==> config.mk <==
export PLATFORM = sky130hd
export DESIGN_NAME = virtual_io_signal_matrix
export DESIGN_NICKNAME = d
export VERILOG_FILES = /design/src/vio_pkg.sv /design/src/virtual_io_signal_matrix.sv
export SDC_FILE = /design/constraint.sdc
export NUM_CORES = 2
export LEC_CHECK = 0
export BUFFER_PORTS_ARGS = -buffer_cell sky130_fd_sc_hd__buf_4
export CAP_MARGIN = 20
export CELL_PAD_IN_SITES_DETAIL_PLACEMENT = 0
export CELL_PAD_IN_SITES_GLOBAL_PLACEMENT = 2
export CORE_MARGIN = 2
export CORE_UTILIZATION = 40
export CTS_BUF_LIST = sky130_fd_sc_hd__clkbuf_4 sky130_fd_sc_hd__clkbuf_8 sky130_fd_sc_hd__clkbuf_16
export CTS_CLUSTER_DIAMETER = 100
export DETAILED_ROUTE_END_ITERATION = 10
export PLACE_DENSITY_LB_ADDON = 0.05
export REMOVE_ABC_BUFFERS = 1
export SETUP_SLACK_MARGIN = 0.4
export SLEW_MARGIN = 25
export SYNTH_ARGS = -nofsm -noshare
export SYNTH_HDL_FRONTEND = slang
export SYNTH_SLANG_ARGS = --single-unit
==> constraint.sdc <==
create_clock -name core_clk -period 41.5 [get_ports core_clk]
set_clock_uncertainty 0.15 [all_clocks]
set_input_delay 0 -clock core_clk [delete_from_list [all_inputs] [get_ports core_clk]]
set_output_delay 0 -clock core_clk [all_outputs]
set_load 0.01 [all_outputs]
==> src/vio_pkg.sv <==
// constants for the virtual input/output and signal matrix block
`default_nettype none
package vio_pkg;
    // ========================================================
    // sizes
    localparam int NVI   = 20;
    localparam int NVO   = 20;
    localparam int NDO   = 8;
    localparam int NLED  = 8;
    localparam int NSTG  = 4;
    localparam int NDI   = 8;
    localparam int NDEST = 39;
    // destination slots of the output matrix
    localparam int D_DO  = 20;
    localparam int D_LED = 28;
    localparam int D_FKL = 36;
    localparam int D_REC = 38;
    // ========================================================
    // register byte offsets
    localparam logic [7:0] A_VI    = 8'h00;
    localparam logic [7:0] A_VO    = 8'h04;
    localparam logic [7:0] A_CTRL  = 8'h08;
    localparam logic [7:0] A_FKEY  = 8'h0C;
    localparam logic [7:0] A_VIEV  = 8'h10;
    localparam logic [7:0] A_VOEV  = 8'h14;
    localparam logic [7:0] A_STVI  = 8'h18;
    localparam logic [7:0] A_STVO  = 8'h1C;
    localparam logic [7:0] A_MKVI  = 8'h20;
    localparam logic [7:0] A_MKVO  = 8'h24;
    localparam logic [7:0] A_BLOCK = 8'h28;
    localparam logic [7:0] A_BEND  = 8'h38;
    localparam logic [7:0] A_STAT  = 8'h38;
    localparam logic [7:0] A_ROUTE = 8'h40;
    localparam logic [7:0] A_REND  = 8'hDC;
    // ========================================================
    // field positions
    localparam int F_IDX_MSB = 5;
    localparam int F_EN      = 8;
    localparam int F_LAT     = 9;
    localparam int C_FORCE   = 0;
    localparam int C_REL     = 1;
    localparam int C_RDI_LSB = 8;
    localparam int C_RDI_MSB = 10;
    localparam int C_RDI_EN  = 11;
    localparam int K1_MSB    = 4;
    localparam int K1_EN     = 5;
    localparam int K2_LSB    = 8;
    localparam int K2_MSB    = 12;
    localparam int K2_EN     = 13;
    // ========================================================
    // reset values
    localparam logic [9:0]  R_ROUTE = 10'h000;
    localparam logic [8:0]  R_BLOCK = 9'h000;
    localparam logic [11:0] R_CTRL  = 12'h000;
    localparam logic [13:0] R_FKEY  = 14'h0000;
    localparam logic [19:0] R_BITS  = 20'h00000;
endpackage
`default_nettype wire

==> src/virtual_io_signal_matrix.sv <==
// virtual inputs/outputs, output matrix, blocking matrix, ahb-lite registers
//
// What this block does
// RULE1 - virtual inputs are stored, writable bits
// RULE2 - virtual input writes act within 5 ms
// RULE3 - twenty virtual inputs and twenty virtual outputs
// RULE4 - virtual output writable only while forced
// RULE5 - virtual bits reach logic operators, latched optional
// RULE6 - function keys and mimic also drive inputs
// RULE7 - output matrix routes any source anywhere
// RULE8 - eight lettered indicators, own routing slots
// RULE9 - two function key indicators are routable
// RULE10 - non-latched destination follows its control; forced virtual outputs take bus writes instead
// RULE11 - latched destination holds until latch release
// RULE12 - one release clears all latched destinations; forced virtual outputs keep their value (a latched destination whose control is still on stays set)
// RULE13 - release from input, panel or remote
// RULE14 - blocking matrix inhibits stages by signal
// RULE15 - blocked status only when blocked and picking
// RULE16 - release acts only on active latched outputs
// RULE17 - enabled channel changes raise event records
`timescale 1ns/100ps
`default_nettype none
module virtual_io_signal_matrix
(
    input  wire logic        core_clk,
    input  wire logic        sys_rst,
    input  wire logic        hsel,
    input  wire logic [7:0]  haddr,
    input  wire logic [1:0]  htrans,
    input  wire logic        hwrite,
    input  wire logic        hready,
    input  wire logic [31:0] hwdata,
    output logic             hreadyout,
    output logic             hresp,
    output logic      [31:0] hrdata,
    input  wire logic [7:0]  dig_in,
    input  wire logic        function_key_one,
    input  wire logic        function_key_two,
    input  wire logic        panel_release,
    input  wire logic        remote_release,
    input  wire logic [3:0]  stage_start,
    input  wire logic [3:0]  stage_trip,
    input  wire logic [3:0]  stage_pickup,
    input  wire logic [3:0]  logic_out,
    input  wire logic [1:0]  alarm,
    input  wire logic        mimic_we,
    input  wire logic [4:0]  mimic_index,
    input  wire logic        mimic_value,
    output logic      [19:0] stored_input_bits,
    output logic      [19:0] stored_output_bits,
    output logic      [7:0]  digital_out,
    output logic      [7:0]  indicator,
    output logic      [1:0]  function_key_led,
    output logic             fault_recorder_trigger,
    output logic      [3:0]  stage_block,
    output logic      [3:0]  stage_blocked_status,
    output logic             irq
);

    // ========================================================
    // declarations
    logic [9:0]  route_cfg [vio_pkg::NDEST];
    logic [8:0]  block_cfg [vio_pkg::NSTG];
    logic [11:0] ctrl;
    logic [13:0] fk_cfg;
    logic [19:0] vi_ev_en;
    logic [19:0] vo_ev_en;
    logic [19:0] st_vi;
    logic [19:0] st_vo;
    logic [19:0] mask_vi;
    logic [19:0] mask_vo;
    logic        rel_sw;
    logic [38:20] dest_q;
    logic [7:0]  di_s1;
    logic [7:0]  di_s2;
    logic [1:0]  fk_s1;
    logic [1:0]  fk_s2;
    logic [1:0]  fk_s3;
    logic        pr_s1;
    logic        pr_s2;
    logic        dp_wr;
    logic        dp_rd;
    logic [7:0]  dp_addr;
    logic [31:0] rd_mux;
    logic [19:0] next_vi;
    logic [19:0] next_vo;
    logic [19:0] next_st_vi;
    logic [19:0] next_st_vo;
    logic [3:0]  next_block;

    wire  [63:0] src;
    wire  [38:0] en_v;
    wire  [38:0] lat_v;
    wire  [38:0] ctl;
    wire  [38:0] cur_v;
    wire  [38:0] next_dest;
    wire  [1:0]  fk_rise;
    wire         rel_now;
    wire         ap;
    wire  [19:0] hw_lo;
    wire  [7:0]  r_off;
    wire  [5:0]  r_idx;
    wire         r_hit;
    wire  [7:0]  b_off;
    wire  [1:0]  b_idx;
    wire         b_hit;
    wire         force_on;
    wire  [4:0]  k1_idx;
    wire  [4:0]  k2_idx;
    wire  [2:0]  rdi_idx;

    // ========================================================
    // pin synchronisers
    always_ff @(posedge core_clk or posedge sys_rst)
    begin
        if (sys_rst)
        begin
            di_s1 <= 8'h00;
            di_s2 <= 8'h00;
            fk_s1 <= 2'h0;
            fk_s2 <= 2'h0;
            fk_s3 <= 2'h0;
            pr_s1 <= 1'b0;
            pr_s2 <= 1'b0;
        end
        else
        begin
            di_s1 <= dig_in;
            di_s2 <= di_s1;
            fk_s1 <= {function_key_two, function_key_one};
            fk_s2 <= fk_s1;
            fk_s3 <= fk_s2;
            pr_s1 <= panel_release;
            pr_s2 <= pr_s1;
        end
    end

    assign fk_rise = fk_s2 & ~fk_s3;

    // ========================================================
    // ahb-lite slave decode
    assign ap     = hsel & hready & htrans[1];
    assign hw_lo  = hwdata[19:0];
    assign r_off  = dp_addr - vio_pkg::A_ROUTE;
    assign r_idx  = r_off[7:2];
    assign r_hit  = (dp_addr >= vio_pkg::A_ROUTE) && (dp_addr < vio_pkg::A_REND);
    assign b_off  = dp_addr - vio_pkg::A_BLOCK;
    assign b_idx  = b_off[3:2];
    assign b_hit  = (dp_addr >= vio_pkg::A_BLOCK) && (dp_addr < vio_pkg::A_BEND);

    wire wr_vi   = dp_wr && (dp_addr == vio_pkg::A_VI);
    wire wr_vo   = dp_wr && (dp_addr == vio_pkg::A_VO);
    wire wr_ctrl = dp_wr && (dp_addr == vio_pkg::A_CTRL);
    wire wr_fkey = dp_wr && (dp_addr == vio_pkg::A_FKEY);
    wire wr_viev = dp_wr && (dp_addr == vio_pkg::A_VIEV);
    wire wr_voev = dp_wr && (dp_addr == vio_pkg::A_VOEV);
    wire wr_stvi = dp_wr && (dp_addr == vio_pkg::A_STVI);
    wire wr_stvo = dp_wr && (dp_addr == vio_pkg::A_STVO);
    wire wr_mkvi = dp_wr && (dp_addr == vio_pkg::A_MKVI);
    wire wr_mkvo = dp_wr && (dp_addr == vio_pkg::A_MKVO);
    wire wr_rte  = dp_wr && r_hit;
    wire wr_blk  = dp_wr && b_hit;

    assign force_on = ctrl[vio_pkg::C_FORCE];
    assign k1_idx   = fk_cfg[vio_pkg::K1_MSB:0];
    assign k2_idx   = fk_cfg[vio_pkg::K2_MSB:vio_pkg::K2_LSB];
    assign rdi_idx  = ctrl[vio_pkg::C_RDI_MSB:vio_pkg::C_RDI_LSB];

    always_ff @(posedge core_clk or posedge sys_rst)
    begin
        if (sys_rst)
        begin
            dp_wr     <= 1'b0;
            dp_rd     <= 1'b0;
            dp_addr   <= 8'h00;
            hreadyout <= 1'b1;
            hresp     <= 1'b0;
            hrdata    <= 32'h00000000;
        end
        else
        begin
            dp_wr     <= ap & hwrite;
            dp_rd     <= ap & ~hwrite;
            hreadyout <= ~(ap & ~hwrite);
            hresp     <= 1'b0;
            if (ap)
                dp_addr <= haddr;
            if (dp_rd)
                hrdata <= rd_mux;
        end
    end

    always_comb
    begin
        rd_mux = 32'h00000000;
        if (r_hit)
            rd_mux[9:0] = route_cfg[r_idx];
        else if (b_hit)
            rd_mux[8:0] = block_cfg[b_idx];
        else
            case (dp_addr)
                vio_pkg::A_VI:   rd_mux[19:0] = stored_input_bits;
                vio_pkg::A_VO:   rd_mux[19:0] = stored_output_bits;
                vio_pkg::A_CTRL: rd_mux[11:0] = ctrl;
                vio_pkg::A_FKEY: rd_mux[13:0] = fk_cfg;
                vio_pkg::A_VIEV: rd_mux[19:0] = vi_ev_en;
                vio_pkg::A_VOEV: rd_mux[19:0] = vo_ev_en;
                vio_pkg::A_STVI: rd_mux[19:0] = st_vi;
                vio_pkg::A_STVO: rd_mux[19:0] = st_vo;
                vio_pkg::A_MKVI: rd_mux[19:0] = mask_vi;
                vio_pkg::A_MKVO: rd_mux[19:0] = mask_vo;
                vio_pkg::A_STAT: rd_mux[22:0] = {fault_recorder_trigger, function_key_led,
                                                 indicator, digital_out, stage_blocked_status};
                default:         rd_mux = 32'h00000000;
            endcase
    end

    // ========================================================
    // configuration registers
    always_ff @(posedge core_clk or posedge sys_rst)
    begin
        if (sys_rst)
        begin
            for (int i = 0; i < vio_pkg::NDEST; i++)
                route_cfg[i] <= vio_pkg::R_ROUTE;
            for (int i = 0; i < vio_pkg::NSTG; i++)
                block_cfg[i] <= vio_pkg::R_BLOCK;
            ctrl     <= vio_pkg::R_CTRL;
            fk_cfg   <= vio_pkg::R_FKEY;
            vi_ev_en <= vio_pkg::R_BITS;
            vo_ev_en <= vio_pkg::R_BITS;
            mask_vi  <= vio_pkg::R_BITS;
            mask_vo  <= vio_pkg::R_BITS;
            rel_sw   <= 1'b0;
        end
        else
        begin
            if (wr_rte)
                route_cfg[r_idx] <= {hwdata[9:8], 2'h0, hwdata[5:0]};
            if (wr_blk)
                block_cfg[b_idx] <= {hwdata[8], 2'h0, hwdata[5:0]};
            if (wr_ctrl)
                ctrl <= {hwdata[11:8], 7'h00, hwdata[0]};
            if (wr_fkey)
                fk_cfg <= {hwdata[13:8], 2'h0, hwdata[5:0]};
            if (wr_viev)
                vi_ev_en <= hw_lo;
            if (wr_voev)
                vo_ev_en <= hw_lo;
            if (wr_mkvi)
                mask_vi <= hw_lo;
            if (wr_mkvo)
                mask_vo <= hw_lo;
            rel_sw <= wr_ctrl & hwdata[vio_pkg::C_REL];
        end
    end

    // ========================================================
    // virtual inputs
    always_comb
    begin
        next_vi = stored_input_bits;
        if (fk_rise[0] && fk_cfg[vio_pkg::K1_EN] && (k1_idx < vio_pkg::NVI))
            next_vi[k1_idx] = ~stored_input_bits[k1_idx]; // [RULE6]
        if (fk_rise[1] && fk_cfg[vio_pkg::K2_EN] && (k2_idx < vio_pkg::NVI))
            next_vi[k2_idx] = ~stored_input_bits[k2_idx]; // [RULE6]
        if (mimic_we && (mimic_index < vio_pkg::NVI))
            next_vi[mimic_index] = mimic_value; // [RULE6]
        if (wr_vi)
            next_vi = hw_lo; // [RULE1] [RULE2] [RULE3]
    end

    // ========================================================
    // output matrix
    // source slots: vi, vo, inputs, starts, trips, logic, alarms, keys
    assign src = {fk_s2, alarm, logic_out, stage_trip, stage_start, di_s2,
                  stored_output_bits, stored_input_bits}; // [RULE5] [RULE7]

    assign rel_now = rel_sw | pr_s2 | remote_release
                   | (ctrl[vio_pkg::C_RDI_EN] & di_s2[rdi_idx]); // [RULE13]

    assign cur_v = {dest_q, stored_output_bits};

    genvar d;
    generate
        for (d = 0; d < vio_pkg::NDEST; d++)
        begin : g_dest
            assign en_v[d]  = route_cfg[d][vio_pkg::F_EN];
            assign lat_v[d] = route_cfg[d][vio_pkg::F_LAT];
            assign ctl[d]   = en_v[d] & src[route_cfg[d][vio_pkg::F_IDX_MSB:0]]; // [RULE7]
            // control wins; a latch holds only while active and unreleased
            assign next_dest[d] = ctl[d] | (lat_v[d] & cur_v[d] & ~rel_now); // [RULE10] [RULE11] [RULE12] [RULE16]
        end
    endgenerate

    assign next_vo = force_on ? (wr_vo ? hw_lo : stored_output_bits)
                              : next_dest[19:0]; // [RULE4]

    always_ff @(posedge core_clk or posedge sys_rst)
    begin
        if (sys_rst)
        begin
            dest_q             <= 19'h00000;
            stored_input_bits  <= vio_pkg::R_BITS;
            stored_output_bits <= vio_pkg::R_BITS;
        end
        else
        begin
            dest_q             <= next_dest[38:20]; // [RULE8] [RULE9]
            stored_input_bits  <= next_vi;
            stored_output_bits <= next_vo;
        end
    end

    assign digital_out            = dest_q[vio_pkg::D_DO+7:vio_pkg::D_DO];
    assign indicator              = dest_q[vio_pkg::D_LED+7:vio_pkg::D_LED];
    assign function_key_led       = dest_q[vio_pkg::D_FKL+1:vio_pkg::D_FKL];
    assign fault_recorder_trigger = dest_q[vio_pkg::D_REC];

    // ========================================================
    // blocking matrix
    always_comb
    begin
        for (int s = 0; s < vio_pkg::NSTG; s++)
            next_block[s] = block_cfg[s][vio_pkg::F_EN]
                          & src[block_cfg[s][vio_pkg::F_IDX_MSB:0]]; // [RULE14]
    end

    always_ff @(posedge core_clk or posedge sys_rst)
    begin
        if (sys_rst)
        begin
            stage_block          <= 4'h0;
            stage_blocked_status <= 4'h0;
        end
        else
        begin
            stage_block          <= next_block;
            stage_blocked_status <= next_block & stage_pickup; // [RULE15]
        end
    end

    // ========================================================
    // events and interrupt
    // a new change wins over a same-cycle clear
    assign next_st_vi = (st_vi & ~(wr_stvi ? hw_lo : 20'h00000))
                      | ((next_vi ^ stored_input_bits) & vi_ev_en); // [RULE17]
    assign next_st_vo = (st_vo & ~(wr_stvo ? hw_lo : 20'h00000))
                      | ((next_vo ^ stored_output_bits) & vo_ev_en); // [RULE17]

    always_ff @(posedge core_clk or posedge sys_rst)
    begin
        if (sys_rst)
        begin
            st_vi <= vio_pkg::R_BITS;
            st_vo <= vio_pkg::R_BITS;
            irq   <= 1'b0;
        end
        else
        begin
            st_vi <= next_st_vi;
            st_vo <= next_st_vo;
            irq   <= |((next_st_vi & ~mask_vi) | (next_st_vo & ~mask_vo));
        end
    end

    // ========================================================
    // checks
    wire [38:20] nl_v    = en_v[38:20] & ~lat_v[38:20];
    wire [38:20] hold_v  = lat_v[38:20] & dest_q & {19{~rel_now}};
    wire [38:20] ctl_hi  = ctl[38:20];
    wire         blk0_on = next_block[0];

    chk_vi_write_fast: assert property ( // [RULE2]
        @(posedge core_clk) disable iff (sys_rst)
        wr_vi |=> stored_input_bits == $past(hw_lo))
        else $error("virtual input write not applied next cycle");

    chk_vo_force_hold: assert property ( // [RULE4]
        @(posedge core_clk) disable iff (sys_rst)
        (force_on && !wr_vo) |=> $stable(stored_output_bits))
        else $error("forced virtual output changed without a write");

    chk_nonlatch_follow: assert property ( // [RULE10]
        @(posedge core_clk) disable iff (sys_rst)
        1'b1 |=> ((dest_q ^ $past(ctl_hi)) & $past(nl_v)) == 19'h00000)
        else $error("non-latched destination not following control");

    chk_latch_hold: assert property ( // [RULE11]
        @(posedge core_clk) disable iff (sys_rst)
        1'b1 |=> (dest_q & $past(hold_v)) == $past(hold_v))
        else $error("latched destination dropped without release");

    chk_release_clears: assert property ( // [RULE12]
        @(posedge core_clk) disable iff (sys_rst)
        rel_now |=> (dest_q & ~$past(ctl_hi)) == 19'h00000)
        else $error("release left a latched destination on");

    chk_block_route: assert property ( // [RULE14]
        @(posedge core_clk) disable iff (sys_rst)
        blk0_on |=> stage_block[0] ##1 (stage_block[0] == $past(blk0_on)))
        else $error("stage block not following its selected signal");

    chk_blocked_status: assert property ( // [RULE15]
        @(posedge core_clk) disable iff (sys_rst)
        1'b1 |=> stage_blocked_status == (stage_block & $past(stage_pickup)))
        else $error("blocked status without block and pickup");

    chk_event_raise: assert property ( // [RULE17]
        @(posedge core_clk) disable iff (sys_rst)
        1'b1 |=> ((stored_input_bits ^ $past(stored_input_bits))
                  & $past(vi_ev_en) & ~st_vi) == 20'h00000)
        else $error("enabled virtual input change left no event");

    chk_event_quiet: assert property ( // [RULE17]
        @(posedge core_clk) disable iff (sys_rst)
        1'b1 |=> (st_vo & ~$past(st_vo) & ~$past(vo_ev_en)) == 20'h00000)
        else $error("event raised on a disabled virtual output");

    chk_read_wait: assert property (
        @(posedge core_clk) disable iff (sys_rst)
        (ap && !hwrite) |=> !hreadyout ##1 hreadyout)
        else $error("read wait state not exactly one cycle");

endmodule
`default_nettype wire

==> results by stage <==
Status:
- The flow ran to the end, and the final reports show no timing, DRC or antenna violations.

CTS:
- Clock-pin slew was measured on the worst setup and hold paths at 0.06 ns.
- The number of setup buffers added after CTS is 0.
- The TritonCTS clock tree is built.
- No sink is reached through more buffers than the 3 on the longest clock path.
- The cell sitting at the root of the clock tree is a sky130_fd_sc_hd__clkbuf_16.
- Clock tree synthesis inserted a total of 82 buffers.
- For the worst-skew pair, the clock arrives at the later sink with an insertion delay of 0.72 ns.
- In this run the number of H-tree levels came out at 3.
- The number of clock sinks is 604.

Logic synthesis:
- The number of cells produced by synthesis is 4195.
- The fraction of the mapped netlist area in simple logic gates is 0.0725.
- The count of different cell masters after synthesis is 95.
- The leading register cell type out of synthesis is sky130_fd_sc_hd__dfrtp_1.
- The fraction of the mapped netlist area in adder cells is 0.00141.
- Counting flops with an async set or reset pin after synthesis yields a share of 1.00.
- For this run, the register share of the synthesized area comes to 0.283.
- After synthesis the cells add up to 53400 sq um.
- The total number of yosys warnings is 0.
- The number of enable-type register cells in the synthesized netlist is 0.
- Of the total synthesized cell area, the portion taken by XOR and XNOR cells is 0.00672.
- The synthesized area per cell is 12.7 sq um.
- After synthesis the netlist holds a flip-flop and latch count of 604.
- The dominant combinational cell family by area after synthesis is multiplexers.
- The complex-gate fraction of the synthesized area is 0.0724.
- The fraction of synthesized area in multiplexers is 0.507.

Floorplan:
- 186 I/O pins were placed.
- The die extent in x is 369 um.
- The cell row count is 134.
- The effective utilization at floorplan is 0.402.
- In this run the vertical extent of the chip is 369 um.
- The core footprint is 133000 sq um.
- The floorplan die area is 136000 sq um.

Setup path:
- At the worst endpoint, the required time is 41.89 ns.
- The nature of the critical path endpoint is a flop.
- The classification of the worst setup path is flop to flop.
- On the worst path, the slowest cell contributes a delay of 0.82 ns.
- The highest-delay cell along the critical path is sky130_fd_sc_hd__buf_4.
- The peak fanout along the critical path is 50.
- STA puts the critical path data arrival time at 6.47 ns.
- Walking the worst path, the cells encountered are buf_4 -> buf_4 -> or4b_2 -> o21ai_0 -> a31oi_1 -> nand4_1 -> nand4_1 -> xor2_1 -> a32oi_1 -> and4_1 -> o2111ai_1 -> nand4b_1.
- The sort of element at the start of the critical path is a flop.

Global route:
- The total congestion overflow after global routing is 0.
- The wire length of the first global-routing pass is 383000 um.
- Entering global routing, the biggest net connects 90 pins.
- The initial antenna violation count is 35.
- The overall fraction of global-route tracks in use is 0.407.
- The number of global-route vias before repair is 45200.

Timing:
- For the pin with the worst max-slew slack, the measured transition is 1.22 ns.
- Based on the critical path, the design can be clocked at up to 0.164 GHz.
- Of the available clock period, the critical path in the final layout requires 0.147.
- The total count of max-transition violations in the final report is 0.
- Measured against its own limit, the worst slew margin works out to 0.186.
- Setup total negative slack on the finished layout was measured at 0 ns.
- The number of hold violations in the final report was 0.
- Setup violations remaining at the end of the flow were counted as 0.
- After layout, the minimum clock period comes to 6.08 ns.
- The hold slack is 0.0535 ns.
- Setup repair after global routing left no endpoint under its margin.

Pwr:
- Summed over all cells, the static leakage comes to 21.7 nW.
- For this design the ratio of total power to cell area is 42.4 nW/um^2.
- The maximum vdd ir drop is 0.0411 mV.

Finish:
- The leading cell type in the layout, fill and taps excluded is sky130_fd_sc_hd__mux4_2.
- The fraction of final layout cells sized beyond drive strength 1 is 0.481.
- Measured on the finished design, the core utilization comes to 0.444.
- The area growth from synthesis to layout is 10.5%.
- The post-layout net count is 4052.
- In the layout the commonest cells are sky130_fd_sc_hd__mux4_2, sky130_fd_sc_hd__dfrtp_1, sky130_fd_sc_hd__mux2_2, sky130_fd_sc_hd__buf_4, sky130_fd_sc_hd__nand2_1.
- Once layout is done, the placed cells without fillers occupy 59000 sq um.

Placed design:
- After legalization and detailed placement, the total HPWL measured 172000 um.
- The global placement routability congestion is 0.953.
- Input and output buffers added on the ports amount to 162.
- The placed instances occupy a cell area of 55300 sq um.

Detailed routing:
- The number of iterations in the first detailed-routing pass is 9.
- The detail route stage leaves a number of antenna-violating nets equal to 0.
- The first routing iteration left 8187 violations.
- Wires add up to 279000 um.
- The via-per-instance ratio is 7.94.
- The post-detailed-route DRC marker count is 0.
- Detailed routing inserted a total of 46100 vias.
- The routed wirelength normalized by instance count is 48.0 um.

Hold path:
- The min-delay analysis places its worst path in the category primary input to flop.

Run:
- Across the run, the number of max-cap violations was 0.
[final cells by class]
| class | count | area [sq um] |
|---|---|---|
| flip-flops and latches | 604 | 15200 |
| clock inverters | 34 | 395 |
| well taps | 1768 | 2210 |
| clock buffers | 114 | 2380 |
| repair buffers | 396 | 3210 |
| multi-input cells | 2820 | 35300 |
| inverters | 58 | 225 |
| diodes | 15 | 37.5 |
| fillers | 12100 | 73900 |
[repair_timing]
action | CTS | global route
hold endpoints to repair | 345 | 0
hold buffers | 87 | 0
setup endpoints to repair | 0 | 0
gates resized for setup | 0 | 0
[report_power, final]
part / leakage (nW) / switching (mW) / internal [mW] / total (mW)
sequential: 7.21 / 0.152 / 0.629 / 0.780
combinational: 13.1 / 0.557 / 0.405 / 0.962
clock: 1.38 / 0.317 / 0.441 / 0.757
[worst max-delay path: cells and delay by family (launching register included)]
kind | cells | cell delay [ns]
compound gates | 4 | 1.36
xor+xnor | 1 | 0.35
flops | 1 | 0.59
simple gates | 5 | 1.81
buf+inv | 2 | 1.57
[path summary, 6_finish.rpt]
path | start | end | slack, ns | cells past startpoint
worst max-delay path | dp_addr[2]$_DFFE_PP0P_ | irq$_DFF_PP0_ | 35.42 | 12
worst min-delay path | htrans[1] | hreadyout$_DFF_PP1_ | 0.05 | 3
worst max register to register | dp_addr[2]$_DFFE_PP0P_ | irq$_DFF_PP0_ | 35.42 | 12
worst min register to register | di_s1[0]$_DFF_PP0_ | di_s2[0]$_DFF_PP0_ | 0.20 | 0
max in group asynchronous | sys_rst | di_s2[0]$_DFF_PP0_ | 37.82 | 7
min in group asynchronous | sys_rst | fk_cfg[3]$_DFFE_PP0P_ | 0.45 | 4
[flip-flops by register name, indices dropped and copies added (netlist names), 23 cells and up]
| name | flops |
|---|---|
| block_cfg | 28 |
| hrdata | 23 |
| en_v | 39 |
| lat_v | 39 |
| route_cfg | 234 |
[synth_stat cells (37+ instances only)]
cell type / count / area [sq um]
sky130_fd_sc_hd__mux4_2: 904 / 20400
sky130_fd_sc_hd__dfrtp_1: 603 / 15100
sky130_fd_sc_hd__clkbuf_1: 598 / 2240
sky130_fd_sc_hd__mux2_2: 455 / 5120
sky130_fd_sc_hd__nand2_1: 228 / 856
sky130_fd_sc_hd__mux2i_1: 139 / 1390
sky130_fd_sc_hd__nor2_1: 102 / 383
sky130_fd_sc_hd__buf_1: 83 / 312
sky130_fd_sc_hd__o21ai_0: 77 / 385
sky130_fd_sc_hd__nand3_1: 74 / 370
sky130_fd_sc_hd__a21oi_1: 65 / 325
sky130_fd_sc_hd__inv_1: 56 / 210
sky130_fd_sc_hd__a22oi_1: 47 / 353
sky130_fd_sc_hd__a22o_1: 41 / 359
sky130_fd_sc_hd__nand2b_1: 40 / 250
sky130_fd_sc_hd__nand4_1: 40 / 250
sky130_fd_sc_hd__nor3_1: 40 / 200
sky130_fd_sc_hd__xor2_1: 37 / 324
[metrics by stage]
step	setup WS, ns	instances	power, mW
floorplan	24.44	3482	1.23
global placement	35.58	5558	1.68
detailed placement	35.55	5558	1.69
CTS	35.53	5793	2.46
global route	35.21	5794	2.53
finish	35.42	5809	2.50
[routing by layer]
metal / part of all wire / vias up / global-route usage
met5: 0.00066 / - / 0.00427
met4: 0.068 / 16 / 0.228
met3: 0.14 / 1122 / 0.124
met2: 0.43 / 4449 / 0.597
met1: 0.36 / 24100 / 0.535
li1: - / 16400 / -
[logic make-up (layout without fill, tap and decap cells)]
group | count (synthesis) | count (layout)
mux | 1506 | 1506
buf+inv | 780 | 602
simple gates | 736 | 736
flops | 604 | 604
compound gates | 521 | 521
xor+xnor | 41 | 41
fa+ha+maj | 6 | 6
other cells | 1 | 25
Power figures use the tool's default switching activity.
